===== config.mk =====
export PLATFORM = sky130hd
export DESIGN_NAME = timer_guard_unit
export DESIGN_NICKNAME = d
export VERILOG_FILES = /design/src/shared/tgu_pkg.sv /design/src/rtl/prescale_divider.sv /design/src/rtl/timer_guard_unit.sv
export SDC_FILE = /design/constraint.sdc
export NUM_CORES = 1
export LEC_CHECK = 0
export BUFFER_PORTS_ARGS = -buffer_cell sky130_fd_sc_hd__buf_2
export CORE_ASPECT_RATIO = 0.75
export CORE_MARGIN = 3
export CORE_UTILIZATION = 57
export CTS_CLUSTER_SIZE = 16
export DETAILED_ROUTE_END_ITERATION = 8
export HOLD_SLACK_MARGIN = 0.1
export PLACE_DENSITY = 0.77
export SLEW_MARGIN = 10
export SYNTH_ARGS = -nofsm -noshare
export SYNTH_HDL_FRONTEND = slang
export SYNTH_SLANG_ARGS = --single-unit
export TNS_END_PERCENT = 100

===== constraint.sdc =====
create_clock -name clk_i -period 4.05 [get_ports clk_i]
set_input_delay 0.2025 -clock clk_i [delete_from_list [all_inputs] [get_ports clk_i]]
set_output_delay 0.2025 -clock clk_i [all_outputs]
set_load 0.01 [all_outputs]

===== src/shared/tgu_pkg.sv =====
// Shared constants and types for the timer and guard unit.
package tgu_pkg;

  // Register file offsets of the unit on its page.
  localparam logic [7:0] OFS_VEC_CTRL = 8'hf6;
  localparam logic [7:0] OFS_CNT_HI = 8'hf8;
  localparam logic [7:0] OFS_CNT_LO = 8'hf9;
  localparam logic [7:0] OFS_PRESCALE = 8'hfa;
  localparam logic [7:0] OFS_TIMER_CTRL = 8'hfb;
  localparam logic [7:0] OFS_WAIT_CTRL = 8'hfc;

  // Reset values.
  localparam logic [15:0] RST_CNT = 16'hffff;
  localparam logic [7:0] RST_PRESCALE = 8'hff;
  localparam logic [7:0] RST_TIMER_CTRL = 8'h12;
  localparam logic [7:0] RST_WAIT_CTRL = 8'h7f;
  localparam logic [7:0] RST_VEC_CTRL = 8'h06;

  // Field positions.
  localparam int BIT_RUN = 7;
  localparam int BIT_SINGLE = 6;
  localparam int BIT_GUARD_N = 6;
  localparam int BIT_TOP_SEL = 2;
  localparam int BIT_A0_SEL = 1;

  // Core clock divider ahead of the prescaler.
  localparam int CORE_DIV = 4;
  localparam logic [1:0] CORE_DIV_LAST = 2'(CORE_DIV - 1);

  // Refresh sequence written to the low counter byte.
  localparam logic [7:0] REFRESH_FIRST = 8'haa;
  localparam logic [7:0] REFRESH_SECOND = 8'h55;

  // Operating state of the counter.
  typedef enum logic [1:0] {
    ST_STOP = 2'b00,
    ST_RUN = 2'b01,
    ST_GUARD = 2'b11
  } mode_state_t;

  // Progress through the refresh sequence.
  typedef enum logic [1:0] {
    REF_IDLE = 2'b00,
    REF_ARMED = 2'b01
  } refresh_state_t;

endpackage


===== src/rtl/prescale_divider.sv =====
// Programmable prescaler that divides enable ticks by ratio plus one.
module prescale_divider #(
  parameter int W = 8
) (
  // Clock and reset.
  input wire logic clk_i,
  input wire logic rst_i,
  // Control.
  input wire logic clear_i,
  input wire logic en_i,
  input wire logic [W-1:0] ratio_i,
  // One-cycle pulse at the end of each division period.
  output logic step_o
);

  logic [W-1:0] cnt_r;

  // Counts ticks down to zero, then reloads the live ratio so a new value acts from the next period.
  always_ff @(posedge clk_i or posedge rst_i) begin
    if (rst_i) begin
      cnt_r <= '1;
      step_o <= 1'b0;
    end else if (clear_i) begin
      cnt_r <= ratio_i;
      step_o <= 1'b0;
    end else if (en_i) begin
      if (cnt_r == '0) begin
        cnt_r <= ratio_i;
        step_o <= 1'b1;
      end else begin
        cnt_r <= cnt_r - 1'b1;
        step_o <= 1'b0;
      end
    end else begin
      step_o <= 1'b0;
    end
  end

endmodule


===== src/rtl/timer_guard_unit.sv =====
// Timer and guard unit: 16-bit down counter with prescaler, timer and watchdog modes.
//
// How it works
// - A 16-bit down counter fed by an 8-bit programmable prescaler.
// - The counter clock is the core clock divided by four in all modes.
// - Counting starts the cycle after the run bit is set, stops when cleared.
// - A restart resumes the held count, or loads a constant written while stopped.
// - Constants written while running apply at end of count; prescaler at the end of its current period.
// - End of count is detected when the counter value is zero.
// - Single mode stops at end of count, reloads and clears the run bit.
// - Continuous mode reloads at each end of count and keeps counting.
// - The mode bit is writable anytime, together with the run bit.
// - Clearing the active-low guard enable enters watchdog mode until reset.
// - Entering watchdog mode starts counting; the run bit then has no effect.
// - In watchdog mode only the prescaler may change, never the constant.
// - In watchdog mode end of count raises a system reset request.
// - In watchdog mode, writing AAh then 55h to the low byte reloads and restarts the count.
// - In watchdog mode counting continues, continuous, whatever run and mode say.
// - In timer mode each end of count raises an enabled interrupt.
// - Two select bits route end of count or pins to each interrupt.
// - In watchdog mode an unrouted slot only serves as a software trap.
// - With both selects zero only the channel A0 interrupt gets end of count.
// - A watchdog-caused reset sets the guard reset flag.
// - The live count is readable at any time, the constant writable outside watchdog mode.
// - The prescaler divides by its value plus one.
// - Control holds run at bit 7, single at bit 6, resets to 12h.
// - Guard enable sits at bit 6 of wait control; reset leaves it disabled.
// - Top-level select zero takes end of count when the A0 select is one; one takes the pin.
module timer_guard_unit (
  // Clock and resets.
  input wire logic clk_i,
  input wire logic rst_i,
  input wire logic por_rst_i,
  // Register file port.
  input wire logic [7:0] reg_addr_i,
  input wire logic [7:0] reg_wdata_i,
  input wire logic reg_wr_i,
  output logic [7:0] reg_rdata_o,
  // Pins from outside the clock domain.
  input wire logic guard_enable_strap_i,
  input wire logic ext_irq_pin_zero_i,
  input wire logic nmi_pin_i,
  // Flag clear from the clock flag register.
  input wire logic flag_clear_i,
  // Interrupt and reset requests, guard reset flag and mode indication.
  output logic top_level_irq_o,
  output logic channel_a0_irq_o,
  output logic sys_reset_req_o,
  output logic guard_reset_flag_o,
  output logic guard_mode_o
);

  tgu_pkg::mode_state_t state_r, state_nxt;
  tgu_pkg::refresh_state_t ref_r;
  logic [1:0] div_r;
  logic [15:0] cnt_r, const_r;
  logic [7:0] prescaler_value_r, vec_r;
  logic [2:0] sync1_r, sync2_r, sync3_r, filt_r;
  logic pend_r, run_r, single_r, guard_n_r;
  logic tick, counting, load_start, step_raw, step, eoc;
  logic wr_hi, wr_lo, wr_pre, wr_ctl, wr_wait, wr_vec;
  logic refresh_ok, guard_mode, timer_mode, strap_hw, pin_s, nmi_s;

  // Address decode shared by all write strobes.
  function automatic logic hit(input logic [7:0] addr, input logic [7:0] ofs);
    return addr == ofs;
  endfunction

  assign wr_hi = reg_wr_i && hit(reg_addr_i, tgu_pkg::OFS_CNT_HI);
  assign wr_lo = reg_wr_i && hit(reg_addr_i, tgu_pkg::OFS_CNT_LO);
  assign wr_pre = reg_wr_i && hit(reg_addr_i, tgu_pkg::OFS_PRESCALE);
  assign wr_ctl = reg_wr_i && hit(reg_addr_i, tgu_pkg::OFS_TIMER_CTRL);
  assign wr_wait = reg_wr_i && hit(reg_addr_i, tgu_pkg::OFS_WAIT_CTRL);
  assign wr_vec = reg_wr_i && hit(reg_addr_i, tgu_pkg::OFS_VEC_CTRL);

  // Pins pass three flops; a level is taken once the last two agree.
  always_ff @(posedge clk_i or posedge rst_i) begin
    if (rst_i) begin
      sync1_r <= 3'h7;
      sync2_r <= 3'h7;
      sync3_r <= 3'h7;
      filt_r <= 3'h7;
    end else begin
      sync1_r <= {nmi_pin_i, ext_irq_pin_zero_i, guard_enable_strap_i};
      sync2_r <= sync1_r;
      sync3_r <= sync2_r;
      for (int i = 0; i < 3; i++) begin
        if (sync2_r[i] == sync3_r[i]) begin
          filt_r[i] <= sync3_r[i];
        end
      end
    end
  end

  assign strap_hw = !filt_r[0];
  assign pin_s = filt_r[1];
  assign nmi_s = filt_r[2];
  assign guard_mode = !guard_n_r;

  // Free-running divide by four of the core clock.
  always_ff @(posedge clk_i or posedge rst_i) begin
    if (rst_i) begin
      div_r <= 2'h0;
    end else begin
      div_r <= div_r + 2'h1;
    end
  end
  assign tick = div_r == tgu_pkg::CORE_DIV_LAST;

  // Mode state follows the run and guard bits one cycle later.
  always_comb begin
    state_nxt = state_r;
    case (state_r)
      tgu_pkg::ST_STOP: begin
        if (guard_mode) begin
          state_nxt = tgu_pkg::ST_GUARD;
        end else if (run_r) begin
          state_nxt = tgu_pkg::ST_RUN;
        end
      end
      tgu_pkg::ST_RUN: begin
        if (guard_mode) begin
          state_nxt = tgu_pkg::ST_GUARD;
        end else if (!run_r) begin
          state_nxt = tgu_pkg::ST_STOP;
        end
      end
      tgu_pkg::ST_GUARD: state_nxt = tgu_pkg::ST_GUARD;
      default: state_nxt = tgu_pkg::ST_STOP;
    endcase
  end

  always_ff @(posedge clk_i or posedge rst_i) begin
    if (rst_i) begin
      state_r <= tgu_pkg::ST_STOP;
    end else begin
      state_r <= state_nxt;
    end
  end

  assign counting = state_r != tgu_pkg::ST_STOP;
  assign timer_mode = state_r != tgu_pkg::ST_GUARD;
  assign load_start = (state_r == tgu_pkg::ST_STOP) && (state_nxt != tgu_pkg::ST_STOP);

  // The prescaler restarts its period on a start or a refresh.
  prescale_divider #(.W(8)) u_prescale (
    .clk_i(clk_i),
    .rst_i(rst_i),
    .clear_i(load_start || refresh_ok),
    .en_i(tick && counting),
    .ratio_i(prescaler_value_r),
    .step_o(step_raw)
  );

  assign step = step_raw && counting;
  assign eoc = step && (cnt_r == 16'h0000);

  // Refresh sequence tracker on low-byte writes.
  always_ff @(posedge clk_i or posedge rst_i) begin
    if (rst_i) begin
      ref_r <= tgu_pkg::REF_IDLE;
    end else if (wr_lo) begin
      ref_r <= (reg_wdata_i == tgu_pkg::REFRESH_FIRST) ? tgu_pkg::REF_ARMED : tgu_pkg::REF_IDLE;
    end
  end

  assign refresh_ok = wr_lo && guard_mode && (ref_r == tgu_pkg::REF_ARMED) &&
                      (reg_wdata_i == tgu_pkg::REFRESH_SECOND);

  // Constant registers; locked once the guard is active.
  always_ff @(posedge clk_i or posedge rst_i) begin
    if (rst_i) begin
      const_r <= tgu_pkg::RST_CNT;
      pend_r <= 1'b0;
    end else begin
      if (wr_hi && !guard_mode) begin
        const_r[15:8] <= reg_wdata_i;
      end
      if (wr_lo && !guard_mode) begin
        const_r[7:0] <= reg_wdata_i;
      end
      if ((wr_hi || wr_lo) && !guard_mode && !counting) begin
        pend_r <= 1'b1;
      end else if (load_start) begin
        pend_r <= 1'b0;
      end
    end
  end

  // Live counter: start load, refresh reload, decrement and end-of-count reload.
  always_ff @(posedge clk_i or posedge rst_i) begin
    if (rst_i) begin
      cnt_r <= tgu_pkg::RST_CNT;
    end else if ((load_start && pend_r) || refresh_ok) begin
      cnt_r <= const_r;
    end else if (eoc) begin
      cnt_r <= const_r;
    end else if (step) begin
      cnt_r <= cnt_r - 16'h0001;
    end
  end

  // Prescaler value is taken at once, even while counting.
  always_ff @(posedge clk_i or posedge rst_i) begin
    if (rst_i) begin
      prescaler_value_r <= tgu_pkg::RST_PRESCALE;
    end else if (wr_pre) begin
      prescaler_value_r <= reg_wdata_i;
    end
  end

  // Control bits; single mode clears run at end of count unless software sets it now.
  always_ff @(posedge clk_i or posedge rst_i) begin
    if (rst_i) begin
      run_r <= tgu_pkg::RST_TIMER_CTRL[tgu_pkg::BIT_RUN];
      single_r <= tgu_pkg::RST_TIMER_CTRL[tgu_pkg::BIT_SINGLE];
    end else begin
      if (wr_ctl) begin
        single_r <= reg_wdata_i[tgu_pkg::BIT_SINGLE];
        run_r <= reg_wdata_i[tgu_pkg::BIT_RUN];
      end else if (eoc && single_r && state_r == tgu_pkg::ST_RUN) begin
        run_r <= 1'b0;
      end
    end
  end

  // Guard enable: cleared by software or by the strap, set again only by reset.
  always_ff @(posedge clk_i or posedge rst_i) begin
    if (rst_i) begin
      guard_n_r <= tgu_pkg::RST_WAIT_CTRL[tgu_pkg::BIT_GUARD_N];
    end else if (strap_hw || (wr_wait && !reg_wdata_i[tgu_pkg::BIT_GUARD_N])) begin
      guard_n_r <= 1'b0;
    end
  end

  // Interrupt vector control register with the two routing selects.
  always_ff @(posedge clk_i or posedge rst_i) begin
    if (rst_i) begin
      vec_r <= tgu_pkg::RST_VEC_CTRL;
    end else if (wr_vec) begin
      vec_r <= reg_wdata_i;
    end
  end

  // Interrupt routing; in watchdog mode an unrouted slot stays quiet for software traps.
  always_ff @(posedge clk_i or posedge rst_i) begin
    if (rst_i) begin
      top_level_irq_o <= 1'b0;
      channel_a0_irq_o <= 1'b0;
    end else begin
      top_level_irq_o <= vec_r[tgu_pkg::BIT_TOP_SEL] ? nmi_s :
        (timer_mode && vec_r[tgu_pkg::BIT_A0_SEL] && eoc);
      channel_a0_irq_o <= vec_r[tgu_pkg::BIT_A0_SEL] ? pin_s :
        (timer_mode && eoc);
    end
  end

  // Watchdog expiry holds a reset request until the system reset arrives.
  always_ff @(posedge clk_i or posedge rst_i) begin
    if (rst_i) begin
      sys_reset_req_o <= 1'b0;
    end else if (eoc && !timer_mode) begin
      sys_reset_req_o <= 1'b1;
    end
  end

  // The cause flag survives the system reset it triggers; set wins over clear.
  always_ff @(posedge clk_i or posedge por_rst_i) begin
    if (por_rst_i) begin
      guard_reset_flag_o <= 1'b0;
    end else if (eoc && !timer_mode) begin
      guard_reset_flag_o <= 1'b1;
    end else if (flag_clear_i) begin
      guard_reset_flag_o <= 1'b0;
    end
  end

  // Mode indication and registered read data.
  always_ff @(posedge clk_i or posedge rst_i) begin
    if (rst_i) begin
      guard_mode_o <= 1'b0;
      reg_rdata_o <= 8'h00;
    end else begin
      guard_mode_o <= guard_mode;
      case (reg_addr_i)
        tgu_pkg::OFS_CNT_HI: reg_rdata_o <= cnt_r[15:8];
        tgu_pkg::OFS_CNT_LO: reg_rdata_o <= cnt_r[7:0];
        tgu_pkg::OFS_PRESCALE: reg_rdata_o <= prescaler_value_r;
        tgu_pkg::OFS_TIMER_CTRL: reg_rdata_o <= {run_r, single_r, tgu_pkg::RST_TIMER_CTRL[5:0]};
        tgu_pkg::OFS_WAIT_CTRL: reg_rdata_o <= {1'b0, guard_n_r, tgu_pkg::RST_WAIT_CTRL[5:0]};
        tgu_pkg::OFS_VEC_CTRL: reg_rdata_o <= vec_r;
        default: reg_rdata_o <= 8'h00;
      endcase
    end
  end
endmodule


# Word level (Yosys, flattened, before mapping)
# Index checks and enable logic that the tools add are counted.
[word_totals]
ff_bits = 92
latchBits = 0
ramBits = 0
romBits = 0
elab_cells = 113
mem_count = 0
[op_classes]
addsub = 3
mul = 0
div_mod_pow = 0
magnitude_cmp = 0
eq_ne = 16
shifts = 0
n_mux = 24
n_bitwise = 0
reduce_logical = 44
[op_table]
columns = ["cell", "n"]
rows = [
  ["$eq 8x8->1 const B", 7],
  ["$mux 16", 3],
  ["$pmux 8 s6", 1],
  ["$logic_and 1x1->1", 25],
  ["$mux 8", 3],
  ["$logic_not 16->1", 1],
  ["$sub 16x1->16 const B", 1],
  ["$mux 1", 12],
  ["$reduce_bool 2->1", 6],
  ["$eq 8x7->1 const B", 1],
  ["$logic_not 8->1", 1],
  ["$mux 2", 4],
  ["$sub 8x1->8 const B", 1],
  ["$pmux 2 s3", 1],
  ["$logic_not 1->1", 5],
  ["$eq 2x1->1 const B", 2],
  ["$eq 2x2->1 const B", 2],
  ["$logic_or 1x1->1", 4],
  ["$eq 1x1->1", 3],
  ["$reduce_bool 3->1", 1],
  ["$add 2x1->2 const B", 1],
  ["$logic_not 2->1", 1],
  ["$ne 2x2->1 const B", 1],
]

# Longest topological paths before layout
# Gate-level depths: netlist of the first run.
[depth]
word_depth = 8
depth_mapped = 9
depth_no_buf = 8

# Hierarchy
# A second synthesis of the first run with hierarchy kept.
[unflattened]
cells_unflattened = 396
area_unflattened_um2 = 4543.1
[modules_own_cells]
columns = ["mod", "n_inst", "cells_per_inst", "area_per_inst_um2"]
rows = [
  ["timer_guard_unit", 1, 329, 3900.0],
  ["prescale_divider", 1, 67, 643.1],
]

# Worst setup path after synthesis of the first run
# Ideal clock, no wire load.
[synth_path]
kind = "flip-flop to flip-flop"
start = "reg cnt_r[7]"
end = "reg cnt_r[0]"
setup_time_ns = 0.083
t_arrival_ns = 2.139
setup_slack_ns = 1.827
path_stages_with_launch = 7
path_buffers = 0
synth_period_minus_slack_ns = 2.223
cell_sequence = "dfstp_2 > or4_4 > or4_4 > or3_4 > nand2_4 > nor3_1 > a221o_1"
[synth_between]
elab_chain_cells = 4
word_cells_on_any_way = 5
classes_between = "2 x mux; 3 x reduce/logical"
[synth_rtl]
columns = ["element", "line_no", "source"]
rows = [
  ["from (decl)", "timer_guard_unit.sv:56", "logic [15:0] cnt_r, const_r;"],
  ["from (signal assigned)", "timer_guard_unit.sv:193", "cnt_r <= tgu_pkg::RST_CNT;"],
  ["from (signal assigned)", "timer_guard_unit.sv:195", "cnt_r <= const_r;"],
  ["from (signal assigned)", "timer_guard_unit.sv:197", "cnt_r <= const_r;"],
  ["$logic_not 16->1 (*)", "timer_guard_unit.sv:156", "assign eoc = step && (cnt_r == 16'h0000);"],
  ["$logic_and 1x1->1 (*)", "timer_guard_unit.sv:156", ""],
  ["$mux 16", "timer_guard_unit.sv:196", "end else if (eoc) begin"],
  ["$mux 16", "timer_guard_unit.sv:194", "end else if ((load_start && pend_r) || refresh_ok) begin"],
]
# Every way passes the cells marked *; elsewhere a longest branch is shown, timed or not.
# A chain may end at the register's enable or synchronous reset.

# Final worst setup path of the first run
[layout_path]
start = "reg u_prescale.cnt_r[0]"
end = "reg u_prescale.cnt_r[6]"
[layout_between]
elab_chain_cells = 4
word_cells_on_any_way = 5
classes_between = "1 x add/sub; 3 x mux; 1 x reduce/logical"
[layout_rtl]
columns = ["element", "line_no", "source"]
rows = [
  ["from (decl)", "prescale_divider.sv:16", "logic [W-1:0] cnt_r;"],
  ["from (signal assigned)", "prescale_divider.sv:24", "cnt_r <= ratio_i;"],
  ["from (signal assigned)", "prescale_divider.sv:28", "cnt_r <= ratio_i;"],
  ["from (signal assigned)", "prescale_divider.sv:31", "cnt_r <= cnt_r - 1'b1;"],
  ["$sub 8x1->8 / $logic_not 8->1 (equally long branches)", "prescale_divider.sv:31, prescale_divider.sv:27", ""],
  ["$mux 8 (*)", "prescale_divider.sv:27", "if (cnt_r == '0) begin"],
  ["$mux 8 (*)", "prescale_divider.sv:26", "end else if (en_i) begin"],
  ["$mux 8 (*)", "prescale_divider.sv:23", "end else if (clear_i) begin"],
]
# Every way passes the cells marked *; elsewhere a longest branch is shown, timed or not. The select of a mux whose other input is x is not followed.

==> summary.md, run 1 <==
| Metric | Value |
|---|---|
| RSZ-0062 raised after global routing | no |
| Global Route met1 Usage | 0.385 |
| Num ports | 37 |
| PwrDens | 435 nW/um^2 |
| Max_cap viols | 0 |
| Multi-input logic area | 1900 sq um |
| Reg power frac | 0.553 |
| DIE WIDTH | 107 um |
| Num CTS Buffers | 9 |
| Pre-antenna DRT Iters | 6 |
| Sequential cell area fraction in the yosys report | 0.537 |
| CP endpoint kind | flop |
| FF/Latch Area | 2360 sq um |
| Ant. Diodes | 0 |
| Crit-path max FO | 11 |
| CTS resizes | 0 |
| Htree depth | 3 |
| Largest net degree at the start of global routing | 53 |
| Cell variety after synth | 63 |
| # setup viols final | 0 |
| Pins Over Slew Limit | 0 |
| Post-route ant nets | 0 |
| Fin crit period | 2.46 ns |
| GR Layer Usage met3 | 0.0786 |
| # clock sinks | 91 |
| CTS Root Cell | clkbuf_8 |
| Post-Syn Area | 4390 sq um |
| Crit path kind | flop to flop |
| DPL Wire Length | 7610 um |
| FILL cells | 575 |
| Initial core utilization | 0.593 |
| Final Hold Vio Count | 0 |
| Grt total ovfl | 0 |
| Via Count | 3358 |
| Mapped Cells | 400 |
| GPL Wtd Cong | 0.956 |
| Mean Syn Cell Area | 11.0 sq um |
| Primary FF master, synth | dfstp_2 |
| Met2 Track Usage GR | 0.356 |
| CTS tree | yes |
| Synth Warn # | 0 |
| WL final | 10600 um |
| Switching Share | 0.303 |
| Vias in the first global route | 3100 |
| Worst Setup Start Kind | flop |
| Setup TNS | 0 ns |
| Clock Power Share | 0.266 |
| Slew @ Worst Pin | 1.25 ns |
| Switching power total | 0.644 mW |
| Drc violations | 0 |
| PortBufs | 36 |
| Global-route wire length before repair | 16600 um |
| Ratio of cells with drive above 1 in the final layout | 0.377 |
| CP arrival | 2.76 ns |
| CTS Hold Buffers Added | 6 |
| Setup Buffers After CTS | 0 |
| GR Util All Layers | 0.256 |
| Post-Route Skew | 0.00723 ns |
| Maximum root-to-sink buffer count | 2 |
| Iteration-0 DRC Markers | 502 |
| Leakage | 2.14 nW |
| Critical Path RT | 4.35 ns |
| Async SR Flop Fraction | 1.00 |
| Via/cell ratio | 6.14 |
| Hold_ws | 0.149 ns |
| Int Power | 1.48 mW |
| Synth Register Bits | 91 |
| Clock Latency Late Sink | 0.37 ns |
| # nets final | 471 |
| Synthesis-to-finish area growth | 11.3% |
| Achievable Freq | 407 MHz |
| Die area | 8800 sq um |
| Syn Nets | 429 |
| Die H | 82.0 um |
| Busiest metal layer after global routing | met1 |
| Run status | completed |
| Site Rows | 27 |
| Initial antenna violation count | 0 |
| Combinational power share | 0.181 |
| Slew HR | 0.157 |
| EDFF count, synth | 0 |
| Reg clk slew, reported paths | 0.08 ns |
| Routed length per placed instance | 19.4 um |
| Core area | 7400 sq um |
| Maximum VDD drop | 0.321 mV |
| Ratio of final minimum period to clock period | 0.607 |
| Hold crit path type | primary input to flop |
-- cell usage after synthesis (5+ instances only) --
master / n / area [sq um]
dfstp_2: 63 / 1660
nor2_1: 28 / 105
mux2_2: 41 / 462
nand2_1: 52 / 195
a21oi_1: 8 / 40.0
dfrtp_1: 28 / 701
o22ai_1: 5 / 31.3
o21ai_0: 24 / 120
inv_1: 17 / 63.8
mux2i_1: 7 / 70.1
ha_1: 5 / 62.6
clkbuf_1: 8 / 30.0
nand3_1: 9 / 45.0
a221oi_1: 6 / 52.6
nor3_1: 16 / 80.1
-- per-stage QoR --
stage | util | setup WS [ns] | cells | total power, mW | cell area (sq um)
after detailed placement | 0.628 | 1.56 | 526 | 1.55 | 4650
final | 0.660 | 1.59 | 547 | 2.13 | 4890
after CTS | 0.660 | 1.57 | 547 | 2.13 | 4890
after global routing | 0.660 | 1.42 | 547 | 2.24 | 4890
after floorplan | - | 1.62 | 400 | 1.42 | 4390
after global placement | 0.628 | 1.61 | 526 | 1.54 | 4650
-- worst paths after layout --
path	cells after the start	to	slack (ns)	from
worst max-delay path	7	u_prescale.cnt_r[6]$_DFFE_PP1P_	1.59	u_prescale.cnt_r[0]$_DFFE_PP1P_
min in group asynchronous	3	guard_reset_flag_o$_DFFE_PP0P_	0.24	por_rst_i
worst max register to register	7	u_prescale.cnt_r[6]$_DFFE_PP1P_	1.59	u_prescale.cnt_r[0]$_DFFE_PP1P_
worst min-delay path	2	guard_n_r$_DFFE_PP1P_	0.15	reg_wr_i
max in group asynchronous	4	cnt_r[2]$_DFFE_PP1P_	2.51	rst_i
worst min register to register	0	sync2_r[1]$_DFF_PP1_	0.36	sync1_r[1]$_DFF_PP1_
-- cell families (layout without fill, tap and decap cells) --
logic type,count (synthesis),count (layout),synth area share
and+or+nand+nor,147,147,0.175
DFF,91,91,0.537
AOI/OAI and AO/OA,71,71,0.107
muxes,48,48,0.121
buffers and inverters,30,76,0.0291
adders and majority gates,8,8,0.0211
xor gates and xnor gates,5,5,0.00998
-- worst max-delay path: stages, from the launching register on --
cell and delay (ns):
dfstp_2 0.56, inv_1 0.09, ha_1 0.21, nand4_1 0.10, nand2_1 0.16, nor2_1 0.69, mux2_2 0.41, o22a_1 0.19
-- layout make-up --
cell class / count / share of cell area
Clock buffer: 12 / 0.0320
Clock inverter: 3 / 0.00461
Timing Repair Buffer: 44 / 0.0522
Inverter: 17 / 0.0133
Multi-Input combinational cell: 279 / 0.390
Sequential cell: 91 / 0.482
Tap cell: 101 / 0.0259
-- registers in the layout (all words and copies together) (netlist names), 2 cells and up --
signal and cells:
cnt_r 16, const_r 16, prescaler_value_r 8, reg_rdata_o 8, u_prescale.cnt_r 8, vec_r 8
filt_r 3, sync1_r 3, sync2_r 3, sync3_r 3, div_r 2, state_r 2
-- cells in the final DEF (no fill, tap or decap), types with 5 or more instances in the layout --
cell type      count
dfrtp_1           28
nand2_1           52
nand3_1            9
clkbuf_8           9
inv_1             16
a21oi_1            8
mux2i_1            7
a221oi_1           6
dfstp_2           63
nor2_1            28
dlygate4sd3_1      6
ha_1               5
nor3_1            16
mux2_2            41
o22ai_1            5
o21ai_0           24
buf_2             36
-- power groups by stage --
stage	Clock, mW	Combinational (mW)	Sequential, mW
final	0.565	0.386	1.18
after CTS	0.583	0.378	1.17
after detailed placement	0	0.371	1.18
after global routing	0.620	0.429	1.19
after global placement	0	0.361	1.18
after floorplan	0	0.276	1.15
-- metal layers --
metal  up-vias  routed length [um]  part of all wire
met3        27                1180              0.11
met1      1608                4950              0.47
met5         -                   0                 0
met4         0                 273             0.026
met2       208                4220              0.40
li1       1515                   -                 -
Power figures use the tool's default switching activity.
==> run 2, diff against run 1 <==
--- a/config.mk
+++ b/config.mk
@@ -5,10 +5,11 @@
 export SDC_FILE = /design/constraint.sdc
 export NUM_CORES = 1
 export LEC_CHECK = 0
+export ABC_AREA = 1
 export BUFFER_PORTS_ARGS = -buffer_cell sky130_fd_sc_hd__buf_2
 export CORE_ASPECT_RATIO = 0.75
 export CORE_MARGIN = 3
-export CORE_UTILIZATION = 57
+export CORE_UTILIZATION = 55
 export CTS_CLUSTER_SIZE = 16
 export DETAILED_ROUTE_END_ITERATION = 8
 export HOLD_SLACK_MARGIN = 0.1
==> constraint.sdc (replaced) <==
create_clock -name clk_i -period 2 [get_ports clk_i]
set_input_delay 0.1 -clock clk_i [delete_from_list [all_inputs] [get_ports clk_i]]
set_output_delay 0.1 -clock clk_i [all_outputs]
set_load 0.01 [all_outputs]
==> run 2 against run 1 <==
Effect of this change: synthesized cell count increased by 63%; core utilization increased by 0.12 points; non-clock buffer count increased by 12; combinational power rose to 4.6 times the previous value; clock skew barely moved; clock power grew to 3.2 times the previous value; area after synthesis increased by 12%; sequential share of layout area down 6.8 points; fmax is 34% higher; critical path type unchanged.
==> summary.md, run 2 <==
| Metric | Value |
|---|---|
| Core area | 8600 sq um (+16%) |
| Routed length per placed instance | 16.8 um (-13%) |
| Initial core utilization | 0.573 (-0.0203) |
| CTS tree | yes |
| Critical Path RT | 2.29 ns (-2.06 ns) |
| Iteration-0 DRC Markers | 675 (+34%) |
| Via/cell ratio | 5.66 (-7.8%) |
| Hold crit path type | primary input to flop |
| Worst slack at placement | 0.165 ns (-1.39 ns) |
| CP endpoint kind | flop |
| Crit-path max FO | 15 (+4) |
| Num CTS Buffers | 9 (unchanged) |
| Crit-path max cell delay | 0.61 ns (-0.08 ns) |
| Worst-path cell chain | inv_2 -> nand2_1 -> nor2_1 -> nand3_1 -> inv_1 -> nand2_1 -> nand3_2 -> nand2_1 -> nand3_1 -> nand2_1 |
| Most common cell on crit path | nand2_1 |
| Synth Register Bits | 91 (unchanged) |
| WL final | 13700 um (+30%) |
| Register-to-Register Setup Slack | 0.16 ns (-1.43 ns) |
| Setup Buffers After CTS | 0 (unchanged) |
| # nets final | 735 (+56%) |
| Worst Setup Start Kind | flop |
| Post-Syn Area | 4930 sq um (+12%) |
| Setup WS post-layout | 0.158 ns (-1.43 ns) |
| Num ports | 37 (unchanged) |
| CP arrival | 2.13 ns (-0.63 ns) |
| Ratio of final minimum period to clock period | 0.921 (+0.313) |
| EDFF count, synth | 0 (unchanged) |
| CTS Root Cell | clkbuf_16 |
| Cell variety after synth | 36 (-43%) |
| Synthesis-to-finish area growth | 15.5% |
| Buf/Inv on CP | 2 (+1) |
| # clock sinks | 91 (unchanged) |
| Setup TNS | 0 ns (unchanged) |
| Slowest-stage cell, CP | dfstp_2 |
| Ant. Diodes | 0 (unchanged) |
| Global-route wire length before repair | 22400 um (+34%) |
| Async SR Flop Fraction | 1.00 (unchanged) |
| Top cell type's share of synthesized area | 0.336 (-0.0412) |
| GR Util All Layers | 0.289 (+0.0323) |
| Maximum VDD drop | 0.699 mV (+120%) |
| Reg clk slew, reported paths | 0.07 ns (about the same) |
| Leakage | 2.80 nW (+31%) |
| DIE WIDTH | 115 um (+7.4%) |
| Synth Warn # | 0 (unchanged) |
| Commonest cells after routing, fill and taps aside | 221 x nand2_1, 90 x inv_1, 63 x dfstp_2, 54 x nand3_1, 50 x nor2_1 |
| Die H | 88.0 um (+7.3%) |
| Initial antenna violation count | 1 (+1) |
| Worst path top cell family by delay | simple AND/OR/NAND/NOR gates |
| Achievable Freq | 543 MHz (+34%) |
| Count leader, synth | nand2_1 |
| Post-route ant nets | 0 (unchanged) |
| Run status | completed |
| Maximum root-to-sink buffer count | 2 (unchanged) |
| PwrDens | 1090 nW/um^2 (+150%) |
| Site Rows | 29 (+7.4%) |
| Fin crit period | 1.84 ns (-0.618 ns) |
| PortBufs | 36 (unchanged) |
| Top Registers | cnt_r: 16 flops, const_r: 16 flops |
| Largest area contributor in the netlist | dfstp_2 |
| Via Count | 4634 (+38%) |
| Synth area leaders | dfstp_2 34%, nand2_1 17%, dfrtp_1 14%, inv_1 6.9%, nand3_1 5.5% |
| Slew @ Worst Pin | 0.501 ns (-0.753 ns) |
| Synth top cells by count | 222 x nand2_1, 91 x inv_1, 63 x dfstp_2 |
| Sequential cell area fraction in the yosys report | 0.478 (-0.0586) |
| Drc violations | 0 (unchanged) |
| GPL Wtd Cong | 1.04 (+8.7%) |
| Post-Route Skew | 0.00714 ns (-0.0000913 ns) |
| Largest net degree at the start of global routing | 91 (+72%) |
| RSZ-0062 raised after global routing | no |
| Mean Syn Cell Area | 7.54 sq um (-31%) |
| Crit path kind | flop to flop |
| # setup viols final | 0 (unchanged) |
| Slew HR | 0.665 (+0.508) |
| Syn Nets | 682 (+59%) |
| Htree depth | 3 (unchanged) |
| Final Hold Vio Count | 0 (unchanged) |
| Max_cap viols | 0 (unchanged) |
| Grt total ovfl | 0 (unchanged) |
| Pins Over Slew Limit | 0 (unchanged) |
| Most common cell after layout, fill and taps aside | nand2_1 |
| Primary FF master, synth | dfstp_2 |
| Mapped Cells | 653 (+63%) |
| Ratio of cells with drive above 1 in the final layout | 0.214 (-0.163) |
| Vias in the first global route | 4512 (+46%) |
| Pre-antenna DRT Iters | 8 (+2) |
| DPL Wire Length | 10100 um (+33%) |
| Clock Latency Late Sink | 0.35 ns (-0.02 ns) |
| Die area | 10100 sq um (+15%) |
[run 2: cell count changes after synthesis, moves of 13 or more]
cell | before | now
nand3_1 | 9 | 54
mux2_2 | 41 | 0
nand4_1 | 4 | 19
inv_1 | 17 | 91
o21ai_0 | 24 | 38
nand2_1 | 52 | 222
nor3_1 | 16 | 3
nor2_1 | 28 | 51
[run 2: cell families (layout without fill, tap and decap cells)]
family / count (synthesis) / after routing / share of synthesized area
AO/OA/AOI/OAI: 70 / 70 / 0.0800
XOR/XNOR: 5 / 5 / 0.00889
adder cells (fa/ha/maj): 8 / 8 / 0.0188
buffers and inverters: 112 / 170 / 0.0914
flip-flops: 91 / 91 / 0.478
AND/OR/NAND/NOR: 367 / 367 / 0.323
[run 2: area by class of cell]
cell class	count	area [sq um]
clock buffer	10	250
clock inverter	6	77.6
fill	706	2910
inverter	98	372
multi-input combinational	450	2130
sequential	91	2360
tap	108	135
timing repair buffer	56	365
[run 2: final timing paths]
kind,start,depth (start not counted),end
worst min-delay path,reg_wdata_i[1],3,ref_r[0]$_DFFE_PP0N_
max in group asynchronous,rst_i,4,u_prescale.cnt_r[7]$_DFFE_PP1P_
worst max-delay path,guard_n_r$_DFFE_PP1P_,10,cnt_r[13]$_DFFE_PP1P_
worst max register to register,guard_n_r$_DFFE_PP1P_,10,cnt_r[13]$_DFFE_PP1P_
worst min register to register,sync1_r[1]$_DFF_PP1_,0,sync2_r[1]$_DFF_PP1_
min in group asynchronous,por_rst_i,3,guard_reset_flag_o$_DFFE_PP0P_
[run 2: stage by stage]
stage / hold WS (ns) / instances / utilization / power (mW) / area, sq um
2_1_floorplan: -0.171 / 653 / - / 3.82 / 4930
3_3_place_gp: -0.0685 / 794 / 0.611 / 4.20 / 5260
3_5_place_dp: -0.0615 / 794 / 0.611 / 4.28 / 5260
4_1_cts: 0.116 / 819 / 0.660 / 6.14 / 5680
5_1_grt: 0.100 / 819 / 0.662 / 6.58 / 5690
6_report: 0.0697 / 819 / 0.662 / 6.18 / 5690
[run 2: timing repair]
| action | in CTS | in global routing |
|---|---|---|
| endpoints found under the hold margin | 33 | 1 |
| resized for setup | 0 | 3 |
| setup endpoints to repair | 0 | 12 |
| hold buffers | 9 | 1 |
[run 2: worst reg2reg max path: cells and delay by family (launching register included)]
kind	cells	cell delay (ns)
buffers and inverters	2	0.15
and+or+nand+nor	8	1.03
DFF	1	0.61
[run 2: layer usage]
layer | part of all wire | GRT usage | wire length (um)
met2 | 0.46 | 0.473 | 6330
met5 | 0 | 0 | 0
met4 | 0.017 | 0.0757 | 232
met1 | 0.41 | 0.382 | 5710
met3 | 0.11 | 0.0794 | 1480
[run 2: power by group]
part / switching [mW] / internal [mW]
clock network: 0.764 / 1.07
registers: 0.310 / 2.28
logic: 1.12 / 0.639
total: 2.19 / 3.99
